[src/ucd_params.svh]
/*
 Constants of the up counter with clear and divider: register offsets,
 control field positions, codes and reset values.
 Assumes inclusion by bare name from the package and the design files.
*/
`ifndef UCD_PARAMS_SVH
`define UCD_PARAMS_SVH

`define UCD_OFF_CTRL 8'h00
`define UCD_OFF_COUNT 8'h04
`define UCD_OFF_PERIOD 8'h08
`define UCD_OFF_STATUS 8'h0c
`define UCD_OFF_MASK 8'h10

`define UCD_SRC_LSB 0
`define UCD_SRC_MSB 1
`define UCD_DIV_LSB 2
`define UCD_DIV_MSB 3
`define UCD_MODE_LSB 4
`define UCD_MODE_MSB 5
`define UCD_CLR_BIT 8
`define UCD_OVF_BIT 0

`define UCD_MODE_STOP 2'h0
`define UCD_MODE_UP 2'h1
`define UCD_MODE_CONT 2'h2

`define UCD_SRC_ALT 2'h0
`define UCD_SRC_SUBMAIN 2'h1
`define UCD_SRC_AUX 2'h2
`define UCD_SRC_EXT 2'h3

`define UCD_CTRL_RESET 6'h00
`define UCD_PERIOD_RESET 16'hffff
`define UCD_DIV_CNT_RESET 3'h0

`endif

[src/ucd_pkg.sv]
/*
 Types shared by the counter's modules.
 Assumes ucd_params.svh is on the include path.
*/
package ucd_pkg;
   `include "ucd_params.svh"
   typedef logic [1:0] ucd_mode_t;
   typedef logic [1:0] ucd_div_t;
   // Tracks the stop, clear, restart sequence that fires a spurious flag
   typedef enum logic [1:0] {UCD_ARM_IDLE, UCD_ARM_STOPPED, UCD_ARM_CLEARED} ucd_arm_e;
endpackage

[src/ucd_tick_if.sv]
/*
 Interface between the counter control and the input divider.
 Assumes both ends share one clock, supplied to the modules directly.
*/
`timescale 1ns/1ps
interface ucd_tick_if;
   logic src_rise;
   logic [1:0] div_code;
   logic restart;
   logic ce;
   logic tick;
   modport div (input src_rise, input div_code, input restart, input ce, output tick);
   modport ctl (output src_rise, output div_code, output restart, output ce, input tick);
endinterface

[src/ucd_divider.sv]
/*
 Input divider: turns rising edges of the chosen source into count ticks.
 Assumes src_rise is a one-cycle pulse synchronous to pclk.
*/
`timescale 1ns/1ps
`include "ucd_params.svh"
module ucd_divider
   import ucd_pkg::*;
(
   input wire logic pclk,
   input wire logic presetn,
   ucd_tick_if.div tk
);
   logic [2:0] div_cnt_reg;
   logic first_reg;
   logic [2:0] last;

   // Ratio 1, 2, 4 or 8
   assign last = 3'((4'h1 << tk.div_code) - 4'h1);

   // First edge after clear ticks at once
   assign tk.tick = tk.src_rise & (first_reg | (div_cnt_reg == last));

   always_ff @(posedge pclk or negedge presetn) begin
      if (!presetn) begin
         first_reg <= 1'b1;
      end else if (tk.ce) begin
         if (tk.restart) begin
            first_reg <= 1'b1;
         end else if (tk.src_rise) begin
            first_reg <= 1'b0;
         end
      end
   end

   always_ff @(posedge pclk or negedge presetn) begin
      if (!presetn) begin
         div_cnt_reg <= `UCD_DIV_CNT_RESET;
      end else if (tk.ce) begin
         if (tk.restart || tk.tick) begin
            div_cnt_reg <= `UCD_DIV_CNT_RESET;
         end else if (tk.src_rise) begin
            div_cnt_reg <= div_cnt_reg + 3'h1;
         end
      end
   end

   a_first_tick_fast: assert property (@(posedge pclk) disable iff (!presetn)
      tk.ce && first_reg && tk.src_rise && !tk.restart |-> tk.tick)
      else $error("first edge after clear did not tick");

   a_divided_tick_ratio: assert property (@(posedge pclk) disable iff (!presetn)
      tk.ce && tk.tick && !first_reg |-> div_cnt_reg == last)
      else $error("tick did not follow the divider ratio");

   c_first_with_div: cover property (@(posedge pclk) disable iff (!presetn)
      tk.ce && tk.tick && first_reg && tk.div_code != 2'h0);
endmodule

[src/ucd_timer.sv]
/*
 Up counter with clear and divider, reached over APB, with one interrupt.
 Assumes all clock source inputs are synchronous to pclk and sampled there;
 pready is registered, so each access phase lasts two cycles.
*/
// Decided for this implementation: the address map and the APB register port.
`timescale 1ns/1ps
`include "ucd_params.svh"
module ucd_timer
   import ucd_pkg::*;
#(
   parameter int CNT_W = 16
)(
   input wire logic pclk,
   input wire logic presetn,
   input wire logic ce,
   input wire logic psel,
   input wire logic penable,
   input wire logic pwrite,
   input wire logic [7:0] paddr,
   input wire logic [31:0] pwdata,
   output logic [31:0] prdata,
   output logic pready,
   output logic pslverr,
   input wire logic alternate_clock_input,
   input wire logic sub_main_clock,
   input wire logic aux_clock,
   input wire logic external_timer_clock,
   output logic irq
);
   ucd_tick_if tk ();

   logic [5:0] ctrl_reg;
   logic [CNT_W-1:0] count_value_reg;
   logic [CNT_W-1:0] period_compare_value_reg;
   logic overflow_flag_reg;
   logic mask_reg;
   logic [3:0] src_prev_reg;
   ucd_arm_e arm_reg;
   ucd_arm_e arm_next;
   logic [3:0] src_now;
   logic [3:0] src_rise_all;
   logic acc;
   logic wr;
   logic hit_ctrl;
   logic hit_mapped;
   logic counter_clear_bit;
   logic mode_up;
   logic mode_run;
   logic wrap_up;
   logic wrap_cont;
   logic spurious;
   logic [31:0] rd_mux;

   assign acc = psel & penable & pready;
   assign wr = acc & pwrite;
   assign hit_ctrl = paddr == `UCD_OFF_CTRL;
   assign hit_mapped = hit_ctrl || paddr == `UCD_OFF_COUNT || paddr == `UCD_OFF_PERIOD
      || paddr == `UCD_OFF_STATUS || paddr == `UCD_OFF_MASK;
   assign counter_clear_bit = wr & hit_ctrl & pwdata[`UCD_CLR_BIT];
   assign mode_up = ctrl_reg[`UCD_MODE_MSB:`UCD_MODE_LSB] == `UCD_MODE_UP;
   assign mode_run = mode_up || ctrl_reg[`UCD_MODE_MSB:`UCD_MODE_LSB] == `UCD_MODE_CONT;

   // Pin inputs are synchronous, so edges are taken without synchronisers
   assign src_now = {external_timer_clock, aux_clock, sub_main_clock, alternate_clock_input};
   assign src_rise_all = src_now & ~src_prev_reg;

   always_ff @(posedge pclk or negedge presetn) begin
      if (!presetn) begin
         src_prev_reg <= 4'h0;
      end else if (ce) begin
         src_prev_reg <= src_now;
      end
   end

   assign tk.src_rise = mode_run & src_rise_all[ctrl_reg[`UCD_SRC_MSB:`UCD_SRC_LSB]];
   assign tk.div_code = ctrl_reg[`UCD_DIV_MSB:`UCD_DIV_LSB];
   assign tk.restart = counter_clear_bit;
   assign tk.ce = ce;

   ucd_divider u_div (
      .pclk(pclk),
      .presetn(presetn),
      .tk(tk)
   );

   assign wrap_up = tk.tick & mode_up & (count_value_reg == period_compare_value_reg);
   assign wrap_cont = tk.tick & ~mode_up & (&count_value_reg);

   always_ff @(posedge pclk or negedge presetn) begin
      if (!presetn) begin
         ctrl_reg <= `UCD_CTRL_RESET;
         period_compare_value_reg <= CNT_W'(`UCD_PERIOD_RESET);
         mask_reg <= 1'b0;
      end else if (ce && wr) begin
         if (hit_ctrl) begin
            ctrl_reg <= pwdata[`UCD_MODE_MSB:`UCD_SRC_LSB];
         end
         if (paddr == `UCD_OFF_PERIOD) begin
            period_compare_value_reg <= pwdata[CNT_W-1:0];
         end
         if (paddr == `UCD_OFF_MASK) begin
            mask_reg <= pwdata[`UCD_OVF_BIT];
         end
      end
   end

   // Clear wins over a tick in the same cycle
   always_ff @(posedge pclk or negedge presetn) begin
      if (!presetn) begin
         count_value_reg <= '0;
      end else if (ce) begin
         if (counter_clear_bit || wrap_up) begin
            count_value_reg <= '0;
         end else if (tk.tick) begin
            count_value_reg <= count_value_reg + CNT_W'(1);
         end
      end
   end

   // Stop at period, clear, restart in Up
   always_comb begin
      arm_next = arm_reg;
      unique case (arm_reg)
         UCD_ARM_IDLE: begin
            if (!mode_run && count_value_reg == period_compare_value_reg) begin
               arm_next = UCD_ARM_STOPPED;
            end
         end
         UCD_ARM_STOPPED: begin
            if (counter_clear_bit) begin
               arm_next = UCD_ARM_CLEARED;
            end else if (mode_run) begin
               arm_next = UCD_ARM_IDLE;
            end
         end
         UCD_ARM_CLEARED: begin
            if (mode_run && (!mode_up || src_rise_all[`UCD_SRC_EXT])) begin
               arm_next = UCD_ARM_IDLE;
            end
         end
         default: arm_next = UCD_ARM_IDLE;
      endcase
   end

   assign spurious = arm_reg == UCD_ARM_CLEARED && mode_up && src_rise_all[`UCD_SRC_EXT];

   always_ff @(posedge pclk or negedge presetn) begin
      if (!presetn) begin
         arm_reg <= UCD_ARM_IDLE;
      end else if (ce) begin
         arm_reg <= arm_next;
      end
   end

   // Set wins over the write-one clear
   always_ff @(posedge pclk or negedge presetn) begin
      if (!presetn) begin
         overflow_flag_reg <= 1'b0;
      end else if (ce) begin
         if (wrap_up || wrap_cont || spurious) begin
            overflow_flag_reg <= 1'b1;
         end else if (wr && paddr == `UCD_OFF_STATUS && pwdata[`UCD_OVF_BIT]) begin
            overflow_flag_reg <= 1'b0;
         end
      end
   end

   always_comb begin
      rd_mux = 32'h0;
      unique case (paddr)
         `UCD_OFF_CTRL: rd_mux = {26'h0, ctrl_reg};
         `UCD_OFF_COUNT: rd_mux = 32'(count_value_reg);
         `UCD_OFF_PERIOD: rd_mux = 32'(period_compare_value_reg);
         `UCD_OFF_STATUS: rd_mux = {31'h0, overflow_flag_reg};
         `UCD_OFF_MASK: rd_mux = {31'h0, mask_reg};
         default: rd_mux = 32'h0;
      endcase
   end

   // Registered answer costs a wait cycle but keeps outputs glitch free
   always_ff @(posedge pclk or negedge presetn) begin
      if (!presetn) begin
         pready <= 1'b0;
         pslverr <= 1'b0;
         prdata <= 32'h0;
         irq <= 1'b0;
      end else if (ce) begin
         pready <= psel & penable & ~pready;
         pslverr <= psel & penable & ~pready & ~hit_mapped;
         prdata <= (psel && penable && !pready && !pwrite) ? rd_mux : 32'h0;
         irq <= overflow_flag_reg & mask_reg;
      end
   end

   a_clear_zeros_count: assert property (@(posedge pclk) disable iff (!presetn)
      ce && counter_clear_bit |=> count_value_reg == '0)
      else $error("clear did not zero the count");

   a_up_wrap_flag: assert property (@(posedge pclk) disable iff (!presetn)
      ce && wrap_up && !counter_clear_bit |=> count_value_reg == '0 && overflow_flag_reg)
      else $error("up wrap did not zero count and set flag");

   a_up_flag_cause: assert property (@(posedge pclk) disable iff (!presetn)
      ce && mode_up && !overflow_flag_reg && !wrap_up && !spurious |=> !overflow_flag_reg)
      else $error("flag set in up mode without wrap");

   a_spurious_flag: assert property (@(posedge pclk) disable iff (!presetn)
      ce && arm_reg == UCD_ARM_CLEARED && mode_up && src_rise_all[`UCD_SRC_EXT]
      |=> overflow_flag_reg)
      else $error("restart after stop at period gave no flag");

   a_source_select: assert property (@(posedge pclk) disable iff (!presetn)
      tk.tick |-> src_rise_all[ctrl_reg[`UCD_SRC_MSB:`UCD_SRC_LSB]])
      else $error("tick without edge on the chosen source");

   a_tick_advances: assert property (@(posedge pclk) disable iff (!presetn)
      ce && tk.tick && !wrap_up && !counter_clear_bit
      |=> count_value_reg == $past(count_value_reg) + CNT_W'(1))
      else $error("tick did not advance the count");

   a_irq_level: assert property (@(posedge pclk) disable iff (!presetn)
      ce && overflow_flag_reg && mask_reg |=> irq)
      else $error("unmasked flag did not raise the interrupt");

   c_up_wrap: cover property (@(posedge pclk) disable iff (!presetn) ce && wrap_up);
   c_spurious: cover property (@(posedge pclk) disable iff (!presetn) ce && spurious);
   c_irq: cover property (@(posedge pclk) disable iff (!presetn) $rose(irq));
endmodule

[config.mk]
export PLATFORM = sky130hd
export DESIGN_NAME = ucd_timer
export DESIGN_NICKNAME = d
export VERILOG_FILES = /design/src/ucd_pkg.sv /design/src/ucd_tick_if.sv /design/src/ucd_divider.sv /design/src/ucd_timer.sv
export VERILOG_INCLUDE_DIRS = /design/src /design/src/src
export SDC_FILE = /design/constraint.sdc
export NUM_CORES = 1
export LEC_CHECK = 0
export BUFFER_PORTS_ARGS = -buffer_cell sky130_fd_sc_hd__buf_2
export CAP_MARGIN = 20
export CELL_PAD_IN_SITES_DETAIL_PLACEMENT = 2
export CELL_PAD_IN_SITES_GLOBAL_PLACEMENT = 2
export CORE_MARGIN = 2
export CORE_UTILIZATION = 34
export DETAILED_ROUTE_END_ITERATION = 7
export PLACE_DENSITY = 0.85
export SYNTH_ARGS = -nofsm -noshare
export SYNTH_HDL_FRONTEND = slang
export SYNTH_SLANG_ARGS = --single-unit
[constraint.sdc]
create_clock -name pclk -period 2.5 [get_ports pclk]
set_input_delay 0.75 -clock pclk [delete_from_list [all_inputs] [get_ports pclk]]
set_output_delay 0.75 -clock pclk [all_outputs]
set_load 0.02 [all_outputs]
---- Yosys cells after proc, flatten, opt, wreduce, memory -nomap -nowiden ----
Cells that the tools add are included.
storage, ports and cells
  register bits ........................... 85
  latch bits .............................. 0
  bits in writable memories ............... 0
  ROM bits ................................ 0
  input bits .............................. 50
  logic and storage cells ................. 107
  memories kept ........................... 0
cells by class
  $add $sub $neg .......................... 3
  multipliers ............................. 0
  div/mod/pow operators ................... 0
  magnitude comparators ................... 1
  equal/unequal tests ..................... 13
  shifts and indexed selects .............. 1
  muxes and demuxes ....................... 17
  bitwise operators ....................... 20
  reduce and logical (&&, ||, !) cells .... 39
operator list
  kind                                                                    count
  16-bit case mux with 5 select lines                                     1
  16-bit two-way mux                                                      2
  32-bit two-way mux                                                      1
  16-bit by 1-bit adder with 16-bit output (second input constant)        1
  16-bit equality test                                                    1
  8-bit by 4-bit equality test with 1-bit output (second input constant)  2
  16-bit AND reduction                                                    1
  1-bit bitwise AND                                                       14
  2-bit AND reduction                                                     7
  1-bit logical AND                                                       10
  1-bit logical OR                                                        10
  8-bit by 3-bit equality test with 1-bit output (second input constant)  1
  8-bit by 5-bit equality test with 1-bit output (second input constant)  1
  8-bit logical NOT                                                       1
  2-bit two-way mux                                                       4
  2-bit nonzero test                                                      4
  3-bit two-way mux                                                       2
  2-bit case mux with 3 select lines                                      1
  1-bit two-way mux                                                       5
  4-bit bitwise AND                                                       1
  2-bit by 1-bit equality test with 1-bit output (second input constant)  2
  2-bit equality test (second input constant)                             2
  1-bit logical NOT                                                       4
  2-bit != test (second input constant)                                   2
  other kinds (12)                                                        14

---- Depth between registers and ports, before layout ----
  depth in word-level cells ............... 12
  gate-level depth with buffers ........... 8
  depth with buffers taken out ............ 7

---- Hierarchy ----
From an unflattened synthesis, not the netlist that was laid out.
second synthesis, totals
  cells, all modules ...................... 370
  area, all modules ....................... 3836.2 um2
modules (own cells, without submodules)
  module       times used  cells each  area an instance (um2)  sequential area each (um2)
  ucd_timer    1           341         3568.4                  1646.6
  ucd_divider  1           29          267.8                   101.3

---- Least setup slack after synthesis ----
No wires, ideal clock.
  path type ............................... input-to-reg
  start point ............................. in paddr[5]
  end point ............................... reg period_compare_value_reg[0]
  arrival ................................. 2533 ps
  data required time ...................... 2418 ps
  path slack .............................. -116 ps
  cell stages on the path ................. 6
  path buffers ............................ 1
  cell sequence ........................... or4_4 > nor3_4 > nand2_1 > nor4_4 > buf_4 > mux2_2
on the way
  word-level cells in the longest chain between the ends .. 2
RTL lines
  what                                            line              text
  start: declaration                              ucd_timer.sv:20   input wire logic [7:0] paddr,
  8-bit by 4-bit equality test with 1-bit output  -
  2-bit AND reduction (no source line)            -
  end signal: assignment                          ucd_timer.sv:93   period_compare_value_reg <= CNT_W'(`UCD_PERIOD_RESET);
  end signal: assignment                          ucd_timer.sv:100  period_compare_value_reg <= pwdata[CNT_W-1:0];
  end: declaration                                ucd_timer.sv:35   logic [CNT_W-1:0] period_compare_value_reg;
No other way between the ends.
A chain may end at the register's enable or synchronous reset.

---- Worst setup path after layout ----
  start point ............................. in paddr[5]
  end point ............................... reg period_compare_value_reg[15]
Same word-level chain as after synthesis.

==> impl_results.rst <==
.. list-table::
   :header-rows: 1

   * - Metric
     - Value
   * - Final core area utilization
     - 0.414
   * - Post-detailed-route via-to-cell ratio
     - 5.28
   * - Placement Rows
     - 38
   * - Setup Fix Bufs, Post-CTS
     - 0
   * - Top library cells by usage in the layout, fill and taps aside
     - dfrtp_1, buf_2, nor2_1, buf_4, mux2_2
   * - Setup TNS after final layout
     - 0 ns
   * - Overall routed net length
     - 11,700 µm
   * - Clock share of power
     - 0.414
   * - Count of cells along the worst register-to-register path
     - 8
   * - Clock Tree Root
     - clkbuf_8
   * - Number of cells upsized or downsized after cts
     - 0
   * - Initial core utilization
     - 0.346
   * - Comb pwr share
     - 0.075
   * - Antenna Diode Count
     - 0
   * - EDFF count, synth
     - 0
   * - Total standard cell area after synthesis
     - 3730 µm²
   * - MaxCap Viol Count
     - 0
   * - Global-route wire length before repair
     - 18,700 µm
   * - Fraction of the cycle the final worst path needs
     - 0.937
   * - Number of filler instances in the final layout
     - 1,160
   * - Synth Area per Inst
     - 10.5 µm²
   * - Via count of the first global-routing pass
     - 3,355
   * - Slew of the pin with the lowest slew margin
     - 0.542 ns
   * - Fraction of power spent switching nets
     - 0.252
   * - Synth Area in Simple Gates
     - 0.150
   * - Asr flop ratio synth
     - 1.00
   * - Hold Vio Cnt, Final
     - 0
   * - Post-synthesis adder-cell area fraction
     - 0.0134
   * - Crit path largest cell delay
     - 0.55 ns
   * - Worst-path maximum fanout
     - 10
   * - Average wire per cell in the routed design
     - 20.4 µm
   * - Final number of setup-violating endpoints
     - 0
   * - Placeable Area
     - 10,800 µm²
   * - Clock tree skew after final layout
     - 0.0116 ns
   * - Hpwl dp
     - 8460 µm
   * - Fin crit period
     - 2.34 ns
   * - Data required time of the worst path
     - 2.80 ns
   * - Post-Place Worst Slack
     - -0.202 ns
   * - Clock tree from TritonCTS
     - done
   * - Final design instance area without fill
     - 4470 µm²
   * - Distinct cell type count after synthesis
     - 51
   * - Layout cell share with drive strength beyond 1
     - 0.333
   * - Type of the worst min-delay path
     - input pin to asynchronous set/reset pin
   * - Number of warnings issued by yosys
     - 0
   * - Setup repair after global routing missed its margin
     - no
   * - Worst setup path class
     - input pin to flip-flop
   * - Crit path setup slack, layout
     - 0.159 ns
   * - Launching point of the worst reg2reg path
     - ctrl_reg[4]
   * - Primary flip-flop cell chosen by synthesis mapping
     - dfrtp_1
   * - Kind of start point of the critical path
     - input pin
   * - I/O Pins
     - 85
   * - Combinational family with the most area after synthesis
     - simple AND/OR/NAND/NOR gates
   * - CTS Buf Count
     - 9
   * - Count of final max-slew check failures
     - 0
   * - Die outline height
     - 109 µm
   * - DR DRC count
     - 0
   * - Total number of clock tree sinks
     - 69
   * - Terminus of the critical flop-to-flop path
     - count_value_reg[8]
   * - Maximum root-to-sink buffer count
     - 2
   * - Weighted congestion at the end of routability-driven global placement
     - 0.819
   * - Overall fraction of global-route tracks in use
     - 0.213
   * - Worst setup slack for register-to-register paths
     - 0.25 ns
   * - Fraction of power consumed by sequential logic
     - 0.511
   * - Synthesized-area fraction occupied by ao, oa, aoi and oai cells
     - 0.147
   * - Final ANT Viol Nets
     - 0
   * - Net total in the final layout
     - 485
   * - Vias after detailed routing
     - 3,040
   * - Hold-fix buffers, CTS
     - 0
   * - Fraction of synthesized area in multiplexers
     - 0.0948
   * - Clk slew on worst S/H paths
     - 0.08 ns
   * - Router iterations before antenna repair
     - 4
   * - Leakage power of the design
     - 1.99 nW
   * - Area growth from synthesis to layout
     - 19.7%
   * - Critical path, cell by cell
     - buf_2 > or4_4 > nor3_4 > nand2_1 > nor4_4 > buf_4 > mux2_2
   * - Largest vdd supply drop
     - 255 µV
   * - Starting DRT DRC Count
     - 165
   * - Number of port buffers
     - 52
   * - Power Internal
     - 0.00168 W
   * - Worst Setup End Kind
     - flip-flop
   * - Placement-stage cell area
     - 4280 µm²
   * - Power spent charging and discharging nets
     - 0.000565 W
   * - Horizontal die dimension
     - 109 µm
   * - Total number of H-tree levels
     - 3
   * - Pin count of the biggest net entering global routing
     - 70
   * - XOR/XNOR share of the synthesized area
     - 0.0610
   * - Arrival time reported for the critical path endpoint
     - 2.64 ns
   * - Normalized max-slew margin
     - 0.635
   * - Worst path slowest cell
     - or4_4
   * - Leftover overflow at the end of global routing
     - 0
   * - Flip-flop and latch count after synthesis
     - 69
   * - Die ar.
     - 11,800 µm²
   * - Run status
     - complete, no violations
   * - Cell area power density
     - 502 nW/µm²
   * - Upper clock frequency limit
     - 427 MHz
   * - Count of mapped cells out of synthesis
     - 355
   * - Worst-skew pair later-pin latency
     - 0.37 ns
   * - Sequential element share of the synthesized area
     - 0.468
   * - Number of antenna violations at the first check in global routing
     - 0
## metal layers
metal  vias up  GRT usage  wire, µm
met5         -          0         0
met4         0     0.0687       200
met3        13     0.0478       441
met2        62      0.364      5820
met1      1558      0.267      5270
li1       1407          -         -
## power groups by stage
stage	sequential, W	combinational (W)	clock, W
floorplan	0.00116	0.0000954	0
global placement	0.00116	0.000161	0
detailed placement	0.00117	0.000169	0
CTS	0.00115	0.000172	0.000954
global route	0.00115	0.000188	0.00101
finish	0.00115	0.000169	0.000929
## cells in the mapped netlist (2+ instances only)
library cell | number | area (µm²)
a21oi_1 | 14 | 70.1
a22oi_1 | 10 | 75.1
a31oi_1 | 2 | 12.5
a32o_1 | 2 | 20.0
and3_1 | 5 | 31.3
and4_1 | 4 | 35.0
buf_4 | 17 | 128
buf_6 | 2 | 22.5
clkbuf_1 | 12 | 45.0
dfrtp_1 | 52 | 1300
dfstp_2 | 17 | 447
ha_1 | 4 | 50.1
inv_1 | 10 | 37.5
mux2_2 | 25 | 282
mux2i_1 | 5 | 50.1
nand2_1 | 19 | 71.3
nand2b_1 | 5 | 31.3
nand3_1 | 9 | 45.0
nand4_1 | 10 | 62.6
nor2_1 | 28 | 105
nor2b_1 | 3 | 18.8
nor3_1 | 3 | 15.0
nor4_1 | 2 | 12.5
o2111ai_1 | 3 | 26.3
o211ai_1 | 6 | 45.0
o21ai_0 | 19 | 95.1
o2bb2ai_1 | 16 | 140
o31ai_1 | 2 | 15.0
or3_1 | 3 | 18.8
xnor2_1 | 16 | 140
xor2_1 | 10 | 87.6
## per-stage QoR
step           std cells  hold WS, ns  power, W
2_1_floorplan        370        0.454   0.00126
3_3_place_gp         560        0.461   0.00132
3_5_place_dp         560        0.473   0.00133
4_1_cts              576        0.402   0.00227
5_1_grt              576        0.411   0.00235
6_report             576        0.384   0.00224
## worst max path at each step
| stage | slack (ns) | startpoint | endpoint | cells after the start |
|---|---|---|---|---|
| final | 0.16 | paddr[5] | period_compare_value_reg[15] | 7 |
| after CTS | 0.17 | paddr[5] | period_compare_value_reg[15] | 7 |
| after detailed placement | -0.20 | paddr[5] | period_compare_value_reg[14] | 7 |
| after floorplan | -0.08 | paddr[5] | period_compare_value_reg[0] | 6 |
| after global routing | 0.07 | paddr[5] | period_compare_value_reg[9] | 7 |
| after global placement | -0.14 | paddr[5] | period_compare_value_reg[10] | 7 |
## area by class of cell
cell class | count | area (µm²) | share of cell area
Multi-Input combinational cell | 258 | 1800 | 0.403
Inverter | 11 | 41.3 | 0.00924
Timing Repair Buffer | 82 | 510 | 0.114
Sequential cell | 69 | 1750 | 0.391
Tap cell | 140 | 175 | 0.0392
Clock inverter | 4 | 48.8 | 0.0109
Clock buffer | 12 | 145 | 0.0325
## kinds of logic after synthesis
kind of cell / Yosys count
and+or+nand+nor: 102
muxes: 31
other: 1
xor gates and xnor gates: 26
adders and majority gates: 4
AOI/OAI and AO/OA: 79
DFF: 69
buffers and inverters: 43
## worst max-delay path: cells and delay by family
kind          cells  cell delay (ns)
simple gates      4             1.17
buf+inv           2             0.35
mux               1             0.36
(Power assumes the default switching activity.)
